## config.mk

```make
export PLATFORM = sky130hd
export DESIGN_NAME = mfc_config_regs
export DESIGN_NICKNAME = d
export VERILOG_FILES = /design/src/hdl/mfc_config_regs.v
export VERILOG_INCLUDE_DIRS = /design/src /design/src/shared
export SDC_FILE = /design/constraint.sdc
export NUM_CORES = 1
export LEC_CHECK = 0
export ABC_AREA = 1
export BUFFER_PORTS_ARGS = -buffer_cell sky130_fd_sc_hd__buf_2
export CORE_MARGIN = 2
export CORE_UTILIZATION = 45
export CTS_CLUSTER_SIZE = 24
export DETAILED_ROUTE_END_ITERATION = 12
export HOLD_SLACK_MARGIN = 0.03
export PLACE_DENSITY = 0.72
export SYNTH_ARGS = -nofsm -noshare
export SYNTH_HDL_FRONTEND = slang
export SYNTH_SLANG_ARGS = --single-unit
```

## constraint.sdc

```tcl
create_clock -name ref_clk -period 3.98 [get_ports ref_clk]
set_input_delay 0 -clock ref_clk [delete_from_list [all_inputs] [get_ports ref_clk]]
set_output_delay 0 -clock ref_clk [all_outputs]
set_load 0.005 [all_outputs]
```

## src/shared/mfc_regs.vh

```
`ifndef MFC_REGS_VH
`define MFC_REGS_VH
// Register offsets (byte addresses on the plain port)
`define MFC_ADDR_ACT_EN 8'h24
`define MFC_ADDR_THR_HIGH 8'h25
`define MFC_ADDR_THR_LOW 8'h26
`define MFC_ADDR_PERSIST 8'h27
`define MFC_ADDR_FILTER 8'h28
`define MFC_ADDR_WATERMARK 8'h29
`define MFC_ADDR_INT_MAP 8'h2A
`define MFC_ADDR_IRQ_STATUS 8'h30
`define MFC_ADDR_IRQ_MASK 8'h31
`define MFC_ADDR_MOTION_COUNT 8'h32
// Reset values
`define MFC_RST_THR 8'h00
`define MFC_RST_PERSIST 8'h01
`define MFC_RST_FILTER 8'h00
`define MFC_RST_WATERMARK 8'h60
`define MFC_RST_ZERO 8'h00
`define MFC_RST_ACT_EN 3'h0
`define MFC_RST_FILTER_FIELD 7'h00
`define MFC_RST_WM_FIELD 7'h60
`define MFC_RST_MASK 2'h0
`define MFC_RST_STATUS 2'h0
// Field positions
`define MFC_HPF_MSB 6
`define MFC_HPF_LSB 4
`define MFC_RATE_MSB 3
`define MFC_RATE_LSB 0
`define MFC_WM_MSB 6
`define MFC_MAP_FULL_PIN1 1
`define MFC_THR_SAMPLE_MSB 18
`define MFC_THR_SAMPLE_LSB 3
// Interrupt status bits and the high-pass bypass code
`define MFC_ST_ACTIVITY 0
`define MFC_ST_FULL 1
`define MFC_HPF_BYPASS 3'h0
`endif

```

## src/hdl/mfc_config_regs.v

```verilog
`timescale 1ns/10ps
`include "mfc_regs.vh"
module mfc_config_regs #(
  parameter SAMPLE_W = 20,
  parameter FIFO_CNT_W = 7
) (
  input wire ref_clk,
  input wire nrst,
  input wire [7:0] addr,
  input wire [7:0] wdata,
  input wire wr_stb,
  input wire rd_stb,
  output reg [7:0] rdata,
  input wire sample_valid,
  input wire [SAMPLE_W-1:0] x_axis_sample,
  input wire [SAMPLE_W-1:0] y_axis_sample,
  input wire [SAMPLE_W-1:0] z_axis_sample,
  input wire [FIFO_CNT_W-1:0] fifo_count,
  output wire [2:0] highpass_cutoff_sel,
  output wire highpass_bypass,
  output wire [3:0] rate_lowpass_sel,
  output reg activity_pulse,
  output wire fifo_full,
  output wire irq_pin_one,
  output wire irq
);
  // Stored configuration; reserved bits are not kept and read as zero
  reg [2:0] act_en_reg;
  reg [7:0] thr_high_reg;
  reg [7:0] thr_low_reg;
  reg [7:0] persist_reg;
  reg [6:0] filter_reg;
  reg [6:0] watermark_reg;
  reg [7:0] int_map_reg;
  reg [1:0] mask_reg;
  // Detector, interrupt and read-back state
  reg [1:0] status_reg;
  reg [7:0] motion_count_reg;
  reg full_q_reg;
  reg [1:0] status_next;
  reg [7:0] count_next;
  reg [7:0] rdata_next;
  reg act_now;
  // Axis view for the comparators
  wire [15:0] activity_threshold;
  wire x_motion_include;
  wire y_motion_include;
  wire z_motion_include;
  wire [2:0] axis_include;
  wire [3*SAMPLE_W-1:0] axis_bus;
  wire [2:0] above;
  // Flags and strobes
  wire run_full;
  wire full_rise;
  wire status_rd;
  // Decoded write enables
  wire wr_act_en;
  wire wr_thr_high;
  wire wr_thr_low;
  wire wr_persist;
  wire wr_filter;
  wire wr_watermark;
  wire wr_int_map;
  wire wr_mask;

  // Magnitude of a signed sample at the threshold's weight; the most negative
  // code has no positive twin, so it saturates instead of folding to zero
  function [15:0] mfc_mag;
    input [SAMPLE_W-1:0] s;
    reg [SAMPLE_W-1:0] a;
    begin
      a = s[SAMPLE_W-1] ? (~s + {{(SAMPLE_W-1){1'h0}}, 1'h1}) : s;
      if (a[SAMPLE_W-1]) begin
        mfc_mag = 16'hFFFF;
      end else begin
        mfc_mag = a[`MFC_THR_SAMPLE_MSB:`MFC_THR_SAMPLE_LSB];
      end
    end
  endfunction

  // Register select, shared by every write enable and the read-clear strobe
  function mfc_hit;
    input [7:0] a;
    input [7:0] offset;
    begin
      mfc_hit = (a == offset);
    end
  endfunction

  // Write enables and the read-clear strobe, one decode each
  assign wr_act_en = wr_stb && mfc_hit(addr, `MFC_ADDR_ACT_EN);
  assign wr_thr_high = wr_stb && mfc_hit(addr, `MFC_ADDR_THR_HIGH);
  assign wr_thr_low = wr_stb && mfc_hit(addr, `MFC_ADDR_THR_LOW);
  assign wr_persist = wr_stb && mfc_hit(addr, `MFC_ADDR_PERSIST);
  assign wr_filter = wr_stb && mfc_hit(addr, `MFC_ADDR_FILTER);
  assign wr_watermark = wr_stb && mfc_hit(addr, `MFC_ADDR_WATERMARK);
  assign wr_int_map = wr_stb && mfc_hit(addr, `MFC_ADDR_INT_MAP);
  assign wr_mask = wr_stb && mfc_hit(addr, `MFC_ADDR_IRQ_MASK);
  assign status_rd = rd_stb && mfc_hit(addr, `MFC_ADDR_IRQ_STATUS);

  // Threshold bytes and axis enables as the comparators see them
  assign activity_threshold = {thr_high_reg, thr_low_reg};
  assign x_motion_include = act_en_reg[0];
  assign y_motion_include = act_en_reg[1];
  assign z_motion_include = act_en_reg[2];
  assign axis_include = {z_motion_include, y_motion_include, x_motion_include};
  assign axis_bus = {z_axis_sample, y_axis_sample, x_axis_sample};

  // Per-axis strict compare; a magnitude equal to the threshold does not count
  // Disabled axes are masked here, before the run counter sees them
  genvar gi;
  generate
    for (gi = 0; gi < 3; gi = gi + 1) begin : g_axis
      assign above[gi] = axis_include[gi] &&
        (mfc_mag(axis_bus[gi*SAMPLE_W +: SAMPLE_W]) > activity_threshold);
    end
  endgenerate

  // Filter fields for the signal path; the filters themselves live outside
  assign highpass_cutoff_sel = filter_reg[`MFC_HPF_MSB:`MFC_HPF_LSB];
  assign highpass_bypass = (highpass_cutoff_sel == `MFC_HPF_BYPASS);
  assign rate_lowpass_sel = filter_reg[`MFC_RATE_MSB:`MFC_RATE_LSB];

  // Watermark compare; a zero watermark never fires, keeping a bad write quiet
  // The compare is a level; the status bit catches only its rising edge
  assign fifo_full = (watermark_reg != 7'h00) &&
    ({7'h00, fifo_count} >= {{FIFO_CNT_W{1'h0}}, watermark_reg});
  assign full_rise = fifo_full && !full_q_reg;
  assign irq_pin_one = fifo_full && int_map_reg[`MFC_MAP_FULL_PIN1];
  assign irq = |(status_reg & mask_reg);

  // Consecutive-event counter; a sample with no enabled axis above resets the run
  // The run saturates at its top so a long burst cannot wrap back to zero
  assign run_full = (motion_count_reg == 8'hFF);
  always @* begin
    count_next = motion_count_reg;
    act_now = 1'h0;
    if (sample_valid) begin
      if (|above) begin
        if (!run_full) begin
          count_next = motion_count_reg + 8'h01;
        end
        // A saturated run must not wrap round onto a persistence of zero
        if (!run_full && ((motion_count_reg + 8'h01) == persist_reg)) begin
          act_now = 1'h1;
        end
      end else begin
        count_next = 8'h00;
      end
    end
  end

  // Sticky status: a set in the same cycle as the read-clear wins
  // so an event landing on the clearing read is never lost
  always @* begin
    status_next = status_rd ? `MFC_RST_STATUS : status_reg;
    if (act_now) begin
      status_next[`MFC_ST_ACTIVITY] = 1'h1;
    end
    if (full_rise) begin
      status_next[`MFC_ST_FULL] = 1'h1;
    end
  end

  // Axis enables
  // Changing the enables mid-run leaves the run counter as it is
  always @(posedge ref_clk or negedge nrst) begin
    if (!nrst) begin
      act_en_reg <= `MFC_RST_ACT_EN;
    end else if (wr_act_en) begin
      act_en_reg <= wdata[2:0];
    end
  end

  // Threshold high byte
  // No shadowing: between the two byte writes the compare sees a mixed value
  always @(posedge ref_clk or negedge nrst) begin
    if (!nrst) begin
      thr_high_reg <= `MFC_RST_THR;
    end else if (wr_thr_high) begin
      thr_high_reg <= wdata;
    end
  end

  // Threshold low byte
  // Written on its own, like the high byte
  always @(posedge ref_clk or negedge nrst) begin
    if (!nrst) begin
      thr_low_reg <= `MFC_RST_THR;
    end else if (wr_thr_low) begin
      thr_low_reg <= wdata;
    end
  end

  // Persistence count
  // A persistence of zero never matches a run, so it never fires
  always @(posedge ref_clk or negedge nrst) begin
    if (!nrst) begin
      persist_reg <= `MFC_RST_PERSIST;
    end else if (wr_persist) begin
      persist_reg <= wdata;
    end
  end

  // Filter settings, bit 7 reserved
  // Undocumented codes are stored as written; the signal path must cope
  always @(posedge ref_clk or negedge nrst) begin
    if (!nrst) begin
      filter_reg <= `MFC_RST_FILTER_FIELD;
    end else if (wr_filter) begin
      filter_reg <= wdata[6:0];
    end
  end

  // Watermark, bit 7 reserved
  // The reset value 0x60 sits below the top of the range, so a count of 96 or more fires by default
  always @(posedge ref_clk or negedge nrst) begin
    if (!nrst) begin
      watermark_reg <= `MFC_RST_WM_FIELD;
    end else if (wr_watermark) begin
      watermark_reg <= wdata[`MFC_WM_MSB:0];
    end
  end

  // Interrupt map
  // Only the pin-one watermark route is used here; the other bits are kept
  always @(posedge ref_clk or negedge nrst) begin
    if (!nrst) begin
      int_map_reg <= `MFC_RST_ZERO;
    end else if (wr_int_map) begin
      int_map_reg <= wdata;
    end
  end

  // Interrupt mask, same layout as the status
  // Masking hides a bit from the interrupt line but not from a status read
  always @(posedge ref_clk or negedge nrst) begin
    if (!nrst) begin
      mask_reg <= `MFC_RST_MASK;
    end else if (wr_mask) begin
      mask_reg <= wdata[1:0];
    end
  end

  // Detector state and the registered activity pulse
  // The pulse lasts one cycle; the sticky status bit keeps it for software
  always @(posedge ref_clk or negedge nrst) begin
    if (!nrst) begin
      status_reg <= `MFC_RST_STATUS;
      motion_count_reg <= `MFC_RST_ZERO;
      full_q_reg <= 1'h0;
      activity_pulse <= 1'h0;
    end else begin
      status_reg <= status_next;
      motion_count_reg <= count_next;
      full_q_reg <= fifo_full;
      activity_pulse <= act_now;
    end
  end

  // Read mux; unmapped addresses and reserved bits read as zero
  // Status reads back its value from before the clear takes effect
  always @* begin
    rdata_next = `MFC_RST_ZERO;
    case (addr)
      `MFC_ADDR_ACT_EN: rdata_next = {5'h00, act_en_reg};
      `MFC_ADDR_THR_HIGH: rdata_next = thr_high_reg;
      `MFC_ADDR_THR_LOW: rdata_next = thr_low_reg;
      `MFC_ADDR_PERSIST: rdata_next = persist_reg;
      `MFC_ADDR_FILTER: rdata_next = {1'h0, filter_reg};
      `MFC_ADDR_WATERMARK: rdata_next = {1'h0, watermark_reg};
      `MFC_ADDR_INT_MAP: rdata_next = int_map_reg;
      `MFC_ADDR_IRQ_STATUS: rdata_next = {6'h00, status_reg};
      `MFC_ADDR_IRQ_MASK: rdata_next = {6'h00, mask_reg};
      `MFC_ADDR_MOTION_COUNT: rdata_next = motion_count_reg;
      default: rdata_next = `MFC_RST_ZERO;
    endcase
  end

  // Read data stand only in the cycle after the strobe, then drop to zero
  // so a stale byte never lingers on the port
  always @(posedge ref_clk or negedge nrst) begin
    if (!nrst) begin
      rdata <= `MFC_RST_ZERO;
    end else if (rd_stb) begin
      rdata <= rdata_next;
    end else begin
      rdata <= `MFC_RST_ZERO;
    end
  end
endmodule

```

Yosys cells after proc, flatten, opt, wreduce, memory -nomap -nowiden
Cells that the tools add are included.
{ "totals": {"register_bits": 71, "in_bits": 88} }
{ "classes": {"addsub": 4, "magnitude_cmp": 4, "n_eq_ne": 13, "n_mux": 16, "n_bitwise": 4, "reduce_logical": 25} }
{ "op_table": {"columns": ["op", "count"], "rows": [
  ["$eq 8x6->1 const B", 10],
  ["$pmux 8 s10", 1],
  ["$add 20x1->20 const B", 3],
  ["$mux 20", 3],
  ["$not 20->20", 3],
  ["$gt 16x16->1", 3],
  ["$mux 16", 3],
  ["$mux 8", 3],
  ["$logic_and 1x1->1", 16],
  ["$add 8x1->8 const B", 1],
  ["$eq 8x8->1", 1],
  ["$eq 8x8->1 const B", 1],
  ["$ge 7x7->1", 1],
  ["$reduce_bool 7->1", 1],
  ["$mux 1", 5],
  ["$reduce_bool 2->1", 2],
  ["$logic_not 3->1", 1],
  ["$reduce_or 3->1", 1],
  ["$and 2x2->2", 1],
  ["$logic_not 1->1", 2],
  ["$mux 2", 1],
  ["$ne 2x2->1 const B", 1],
  ["$reduce_and 2->1", 1],
  ["$reduce_or 2->1", 1]
]} }

Depth between registers and ports, before layout
{ "logic_depth": {"depth_word": 10, "ltp_mapped": 28, "ltp_nobuf": 27} }

Worst setup path after synthesis
OpenSTA, ideal clock, no wires.
{ "synth_timing": {"path_type": "input to register", "startpoint": "input z_axis_sample[0]", "endpoint": "register activity_pulse", "t_arrival_ps": 2375, "required_ps": 3892, "path_slack_ps": 1517, "path_stages": 20, "n_path_buf": 1, "cell_sequence": "nor3_2 -> inv_1 -> nor2_1 -> nand2_1 -> inv_1 -> nand3_1 -> o21ai_0 -> or2_2 -> nand3_1 -> ha_1 -> nand2_1 -> nor2_1 -> nand4_1 -> inv_1 -> nand2_1 -> nand2_1 -> nand2_1 -> nand3_1 -> clkbuf_1 -> nor3b_1"} }
{ "synth_between": {"elab_chain_len": 9} }
{ "synth_rtl": {"columns": ["element", "line_no", "source"], "rows": [
  ["from (decl)", "mfc_config_regs.v:17", "input wire [SAMPLE_W-1:0] z_axis_sample,"],
  ["$not 20->20", "mfc_config_regs.v:72", "a = s[SAMPLE_W-1] ? (~s + {{(SAMPLE_W-1){1'h0}}, 1'h1}) : s;"],
  ["$add 20x1->20", "mfc_config_regs.v:72", null],
  ["$mux 20", "mfc_config_regs.v:72", null],
  ["$mux 16", "mfc_config_regs.v:73", "if (a[SAMPLE_W-1]) begin"],
  ["$gt 16x16->1", "mfc_config_regs.v:115", "(mfc_mag(axis_bus[gi*SAMPLE_W +: SAMPLE_W]) > activity_threshold);"],
  ["$logic_and 1x1->1", "mfc_config_regs.v:114", "assign above[gi] = axis_include[gi] &&"],
  ["$reduce_or 3->1", "mfc_config_regs.v:139", "if (|above) begin"],
  ["$mux 1", "mfc_config_regs.v:139", null],
  ["$mux 1", "mfc_config_regs.v:138", "if (sample_valid) begin"],
  ["via act_now", "mfc_config_regs.v:43", "reg act_now;"],
  ["to (signal assigned)", "mfc_config_regs.v:257", "activity_pulse <= act_now;"],
  ["to (decl)", "mfc_config_regs.v:22", "output reg activity_pulse,"]
]} }
The timed path passes the listed nets, and every way through them passes these cells.
A chain may end at the register's enable or synchronous reset.

Worst setup path in the final report
{ "layout_timing": {"startpoint": "input x_axis_sample[1]", "endpoint": "register motion_count_reg[3]"} }
{ "layout_between": {"elab_chain_len": 9, "word_cells_on_any_way": 10, "cone_classes": "add/sub (1); order compare (1); eq/ne (1); mux (3); bitwise (1); reduce/logical (3)"} }
{ "layout_rtl": {"columns": ["element", "line_no", "source"], "rows": [
  ["from (decl)", "mfc_config_regs.v:15", "input wire [SAMPLE_W-1:0] x_axis_sample,"],
  ["$not 20->20 *", "mfc_config_regs.v:72", null],
  ["$add 20x1->20 *", "mfc_config_regs.v:72", null],
  ["$mux 20 *", "mfc_config_regs.v:72", null],
  ["$mux 16 *", "mfc_config_regs.v:73", null],
  ["$gt 16x16->1 *", "mfc_config_regs.v:115", null],
  ["$logic_and 1x1->1 *", "mfc_config_regs.v:114", null],
  ["$reduce_or 3->1 *", "mfc_config_regs.v:139", null],
  ["$ne 2x2->1 (no line)", null, null],
  ["$reduce_and 2->1 (no line)", null, null],
  ["to (signal assigned)", "mfc_config_regs.v:250", "motion_count_reg <= `MFC_RST_ZERO;"],
  ["to (signal assigned)", "mfc_config_regs.v:255", "motion_count_reg <= count_next;"],
  ["to (decl)", "mfc_config_regs.v:38", "reg [7:0] motion_count_reg;"]
]} }
Mark *: on every way between the ends. The rest lies on a longest branch, timed or not.

==> summary.md <==
| Metric | Value |
|---|---|
| Outcome | finished, final reports clean |
| Total Routed Length | 16.44 mm |
| Gp weighted congestion | 0.8931 |
| Yosys cell types | 42 |
| Highest net fanout along the worst path | 14 |
| Critical Path RT | 4.20 ns |
| Die height | 120.2 um |
| Synth Warn # | 0 |
| Final Max Tran Viols | 0 |
| Cell Area, Synth | 0.006076 mm^2 |
| Critical Path AT | 3.10 ns |
| Synth top area share | 28.01% |
| Combinational share of power | 21.4% |
| Fin nets | 1153 |
| Post-synth top area cell | dfrtp_1 |
| F_max | 347.3 MHz |
| Vias in the first global route | 5717 |
| RSZ-0062 raised after global routing | false |
| Leak pwr | 3.742 nW |
| Slew margin rel. | 52.36% |
| First-pass detailed-route iteration total | 5 |
| Hold Crit Class | in -> reg |
| Worst slack at placement | 0.7595 ns |
| R2r startpoint | thr_low_reg[5] |
| Post-route setup slack | 1.101 ns |
| Crit path time final | 2.879 ns |
| GR Overflow Total | 0 |
| Dpl hpwl | 12.67 mm |
| Crit. End Element | flop |
| Row Count | 42 |
| Hold wc startpoint | wdata[4] |
| Fillers | 1330 |
| # diodes | 0 |
| Worst skew pair latency | 0.34 ns |
| Reg power frac | 37.6% |
| Endpoints failing setup | 0 |
| Commonest cells post-synth | 259 x nand2_1, 121 x inv_1, 95 x o21ai_0 |
| Routed Antenna Nets | 0 |
| Core box area | 0.01319 mm^2 |
| Count leader, synth | nand2_1 |
| Sequential element share of the synthesized area | 29.30% |
| Post-Syn Nets | 1047 |
| Top-Level Pins | 108 |
| Sink Count | 71 |
| Seq cells post-synth | 71 |
| Startpoint Class | primary input |
| Die Span X | 120.2 um |
| Global-route wire length before repair | 27.14 mm |
| Psw | 0.5902 mW |
| Pin count of the biggest net entering global routing | 41 |
| Ys async rst share | 100.0% |
| Post-CTS setup buffers | 0 |
| Max-cap violations | 0 |
| Share of post-route cells with drive strength above 1 | 15.60% |
| Routed len/inst | 13.82 um |
| Final hold viol count | 0 |
| Net Sw Frac | 28.57% |
| Vias per Instance | 5.194 |
| Maximum VDD drop | 0.1975 mV |
| Placed cell areas | 0.006761 mm^2 |
| Power share of the clock group | 41.0% |
| H-tree levels | 3 |
| Cell Count Post-Placement | 1171 |
| Final worst-path cycle share | 72.34% |
| CTS root buf | clkbuf_16 |
| Initial antenna violation count | 0 |
| Initial Util | 46.06% |
| Setup tns final | 0 ns |
| Crit path kind | in -> reg |
| CTS tree | done |
| Final instance area | 0.007097 mm^2 |
| Actual slew at the worst max-slew pin | 0.7145 ns |
| Worst clock skew | 0.01169 ns |
| # port buffers | 107 |
| Worst-case clock buffer depth | 2 |
| DRT iter0 DRCs | 471 |
| Cell Pwr Density | 291.1 mW/mm^2 |
| Synth area leaders | dfrtp_1 28%, nand2_1 16%, ha_1 12% |
| Total number of vias | 6176 |
| Number of synthesized flops with an enable pin | 0 |
| Syn avg cell area | 6.728 um^2 |
| Total track usage | 23.44% |
| Non-Filler Instances | 1189 |
| Power Internal | 1.476 mW |
| Die Area | 0.01445 mm^2 |
| Synth-to-layout area growth | 16.80% |
| Clk slew on worst S/H paths | 0.06 ns |
| TritonCTS Buffers | 9 |
| Primary FF master, synth | dfrtp_1 |
| CP Launch Point | x_axis_sample[1] |
| Cells after synthesis | 903 |
| DRC Markers | 0 |
-- metal layers --
metal  track usage, %  share of wire [%]
met1            33.05                 48
met2            37.22                 43
met3            2.972                6.4
met4            7.941                2.8
met5                0                  0
-- per-stage QoR --
step                total power [mW]  hold slack, ns  util, %
finish                         2.066         0.05699    53.80
floorplan                      1.067         -0.2956        -
global placement               1.220         0.09031    51.26
CTS                            2.070         0.06937    53.80
global route                   2.173         0.07974    53.80
detailed placement             1.228         0.09650    51.26
-- power by group through the flow --
stage	clock [mW]	sequential (mW)	combinational, mW
2_1_floorplan	0	0.783	0.284
3_3_place_gp	0	0.788	0.432
3_5_place_dp	0	0.789	0.439
4_1_cts	0.848	0.777	0.445
5_1_grt	0.879	0.781	0.513
6_report	0.847	0.778	0.442
-- final timing paths --
check	end	slack [ns]	cells past startpoint
setup reg to reg	motion_count_reg[3]	1.67	14
hold / removal	filter_reg[4]	0.06	3
setup / recovery	motion_count_reg[3]	1.10	21
max in group asynchronous	watermark_reg[5]	2.72	3
min in group asynchronous	int_map_reg[6]	0.26	2
hold reg to reg	status_reg[1]	0.43	1
-- cells by family (layout without fill, tap and decap cells) --
logic type / count (synthesis) / after routing / synth area share [%]
xor gates and xnor gates: 29 / 29 / 4.180
adders and majority gates: 56 / 56 / 11.53
DFF: 71 / 71 / 29.30
AOI/OAI and AO/OA: 144 / 144 / 12.71
buffers and inverters: 140 / 250 / 8.958
and+or+nand+nor: 463 / 463 / 33.32
-- area by class of cell --
type	count	area [um^2]	area share, %
Multi-Input combinational cell	692	3751	52.86
Clock inverter	4	72.57	1.023
Sequential cell	71	1780	25.09
Timing Repair Buffer	111	573.1	8.075
Tap cell	176	220.2	3.103
Clock buffer	11	232.7	3.279
Inverter	124	466.7	6.576
-- what timing repair did --
action | 4_1_cts | 5_1_grt
resized for setup | 0 | 0
hold buffers | 3 | 0
hold endpoints to repair | 39 | 0
-- critical path: stages --
cell and delay [ns]:
buf_2 0.09, nor2_1 0.12, nand3_1 0.10, nor2_1 0.13, inv_1 0.07, nor2_1 0.18, nand3_1 0.19, nor2_1 0.14
nand3_1 0.35, nand3_1 0.22, ha_1 0.27, a21oi_1 0.16, nand2_1 0.06, a21oi_1 0.11, nand2_1 0.06, nand2_1 0.07
nand3_1 0.30, nand2_1 0.14, nand2_1 0.16, nand2_1 0.10, nand2_1 0.05
-- placed cells by master, fill, tap and decap left out, types with 4 or more instances in the layout --
cell type and instances:
inv_1 121, o22ai_1 8, nand3b_1 4, clkbuf_16 9, dfrtp_1 68, or2_2 11
nor4_1 9, nand4_1 18, xor2_1 23, nor3_1 7, xnor2_1 6, buf_2 107
o21ai_0 95, a21oi_1 26, nor2_1 80, nand3_1 52, nand3_2 5, nand2_2 8
nand2_1 259, ha_1 56
Power figures use the tool's default switching activity.
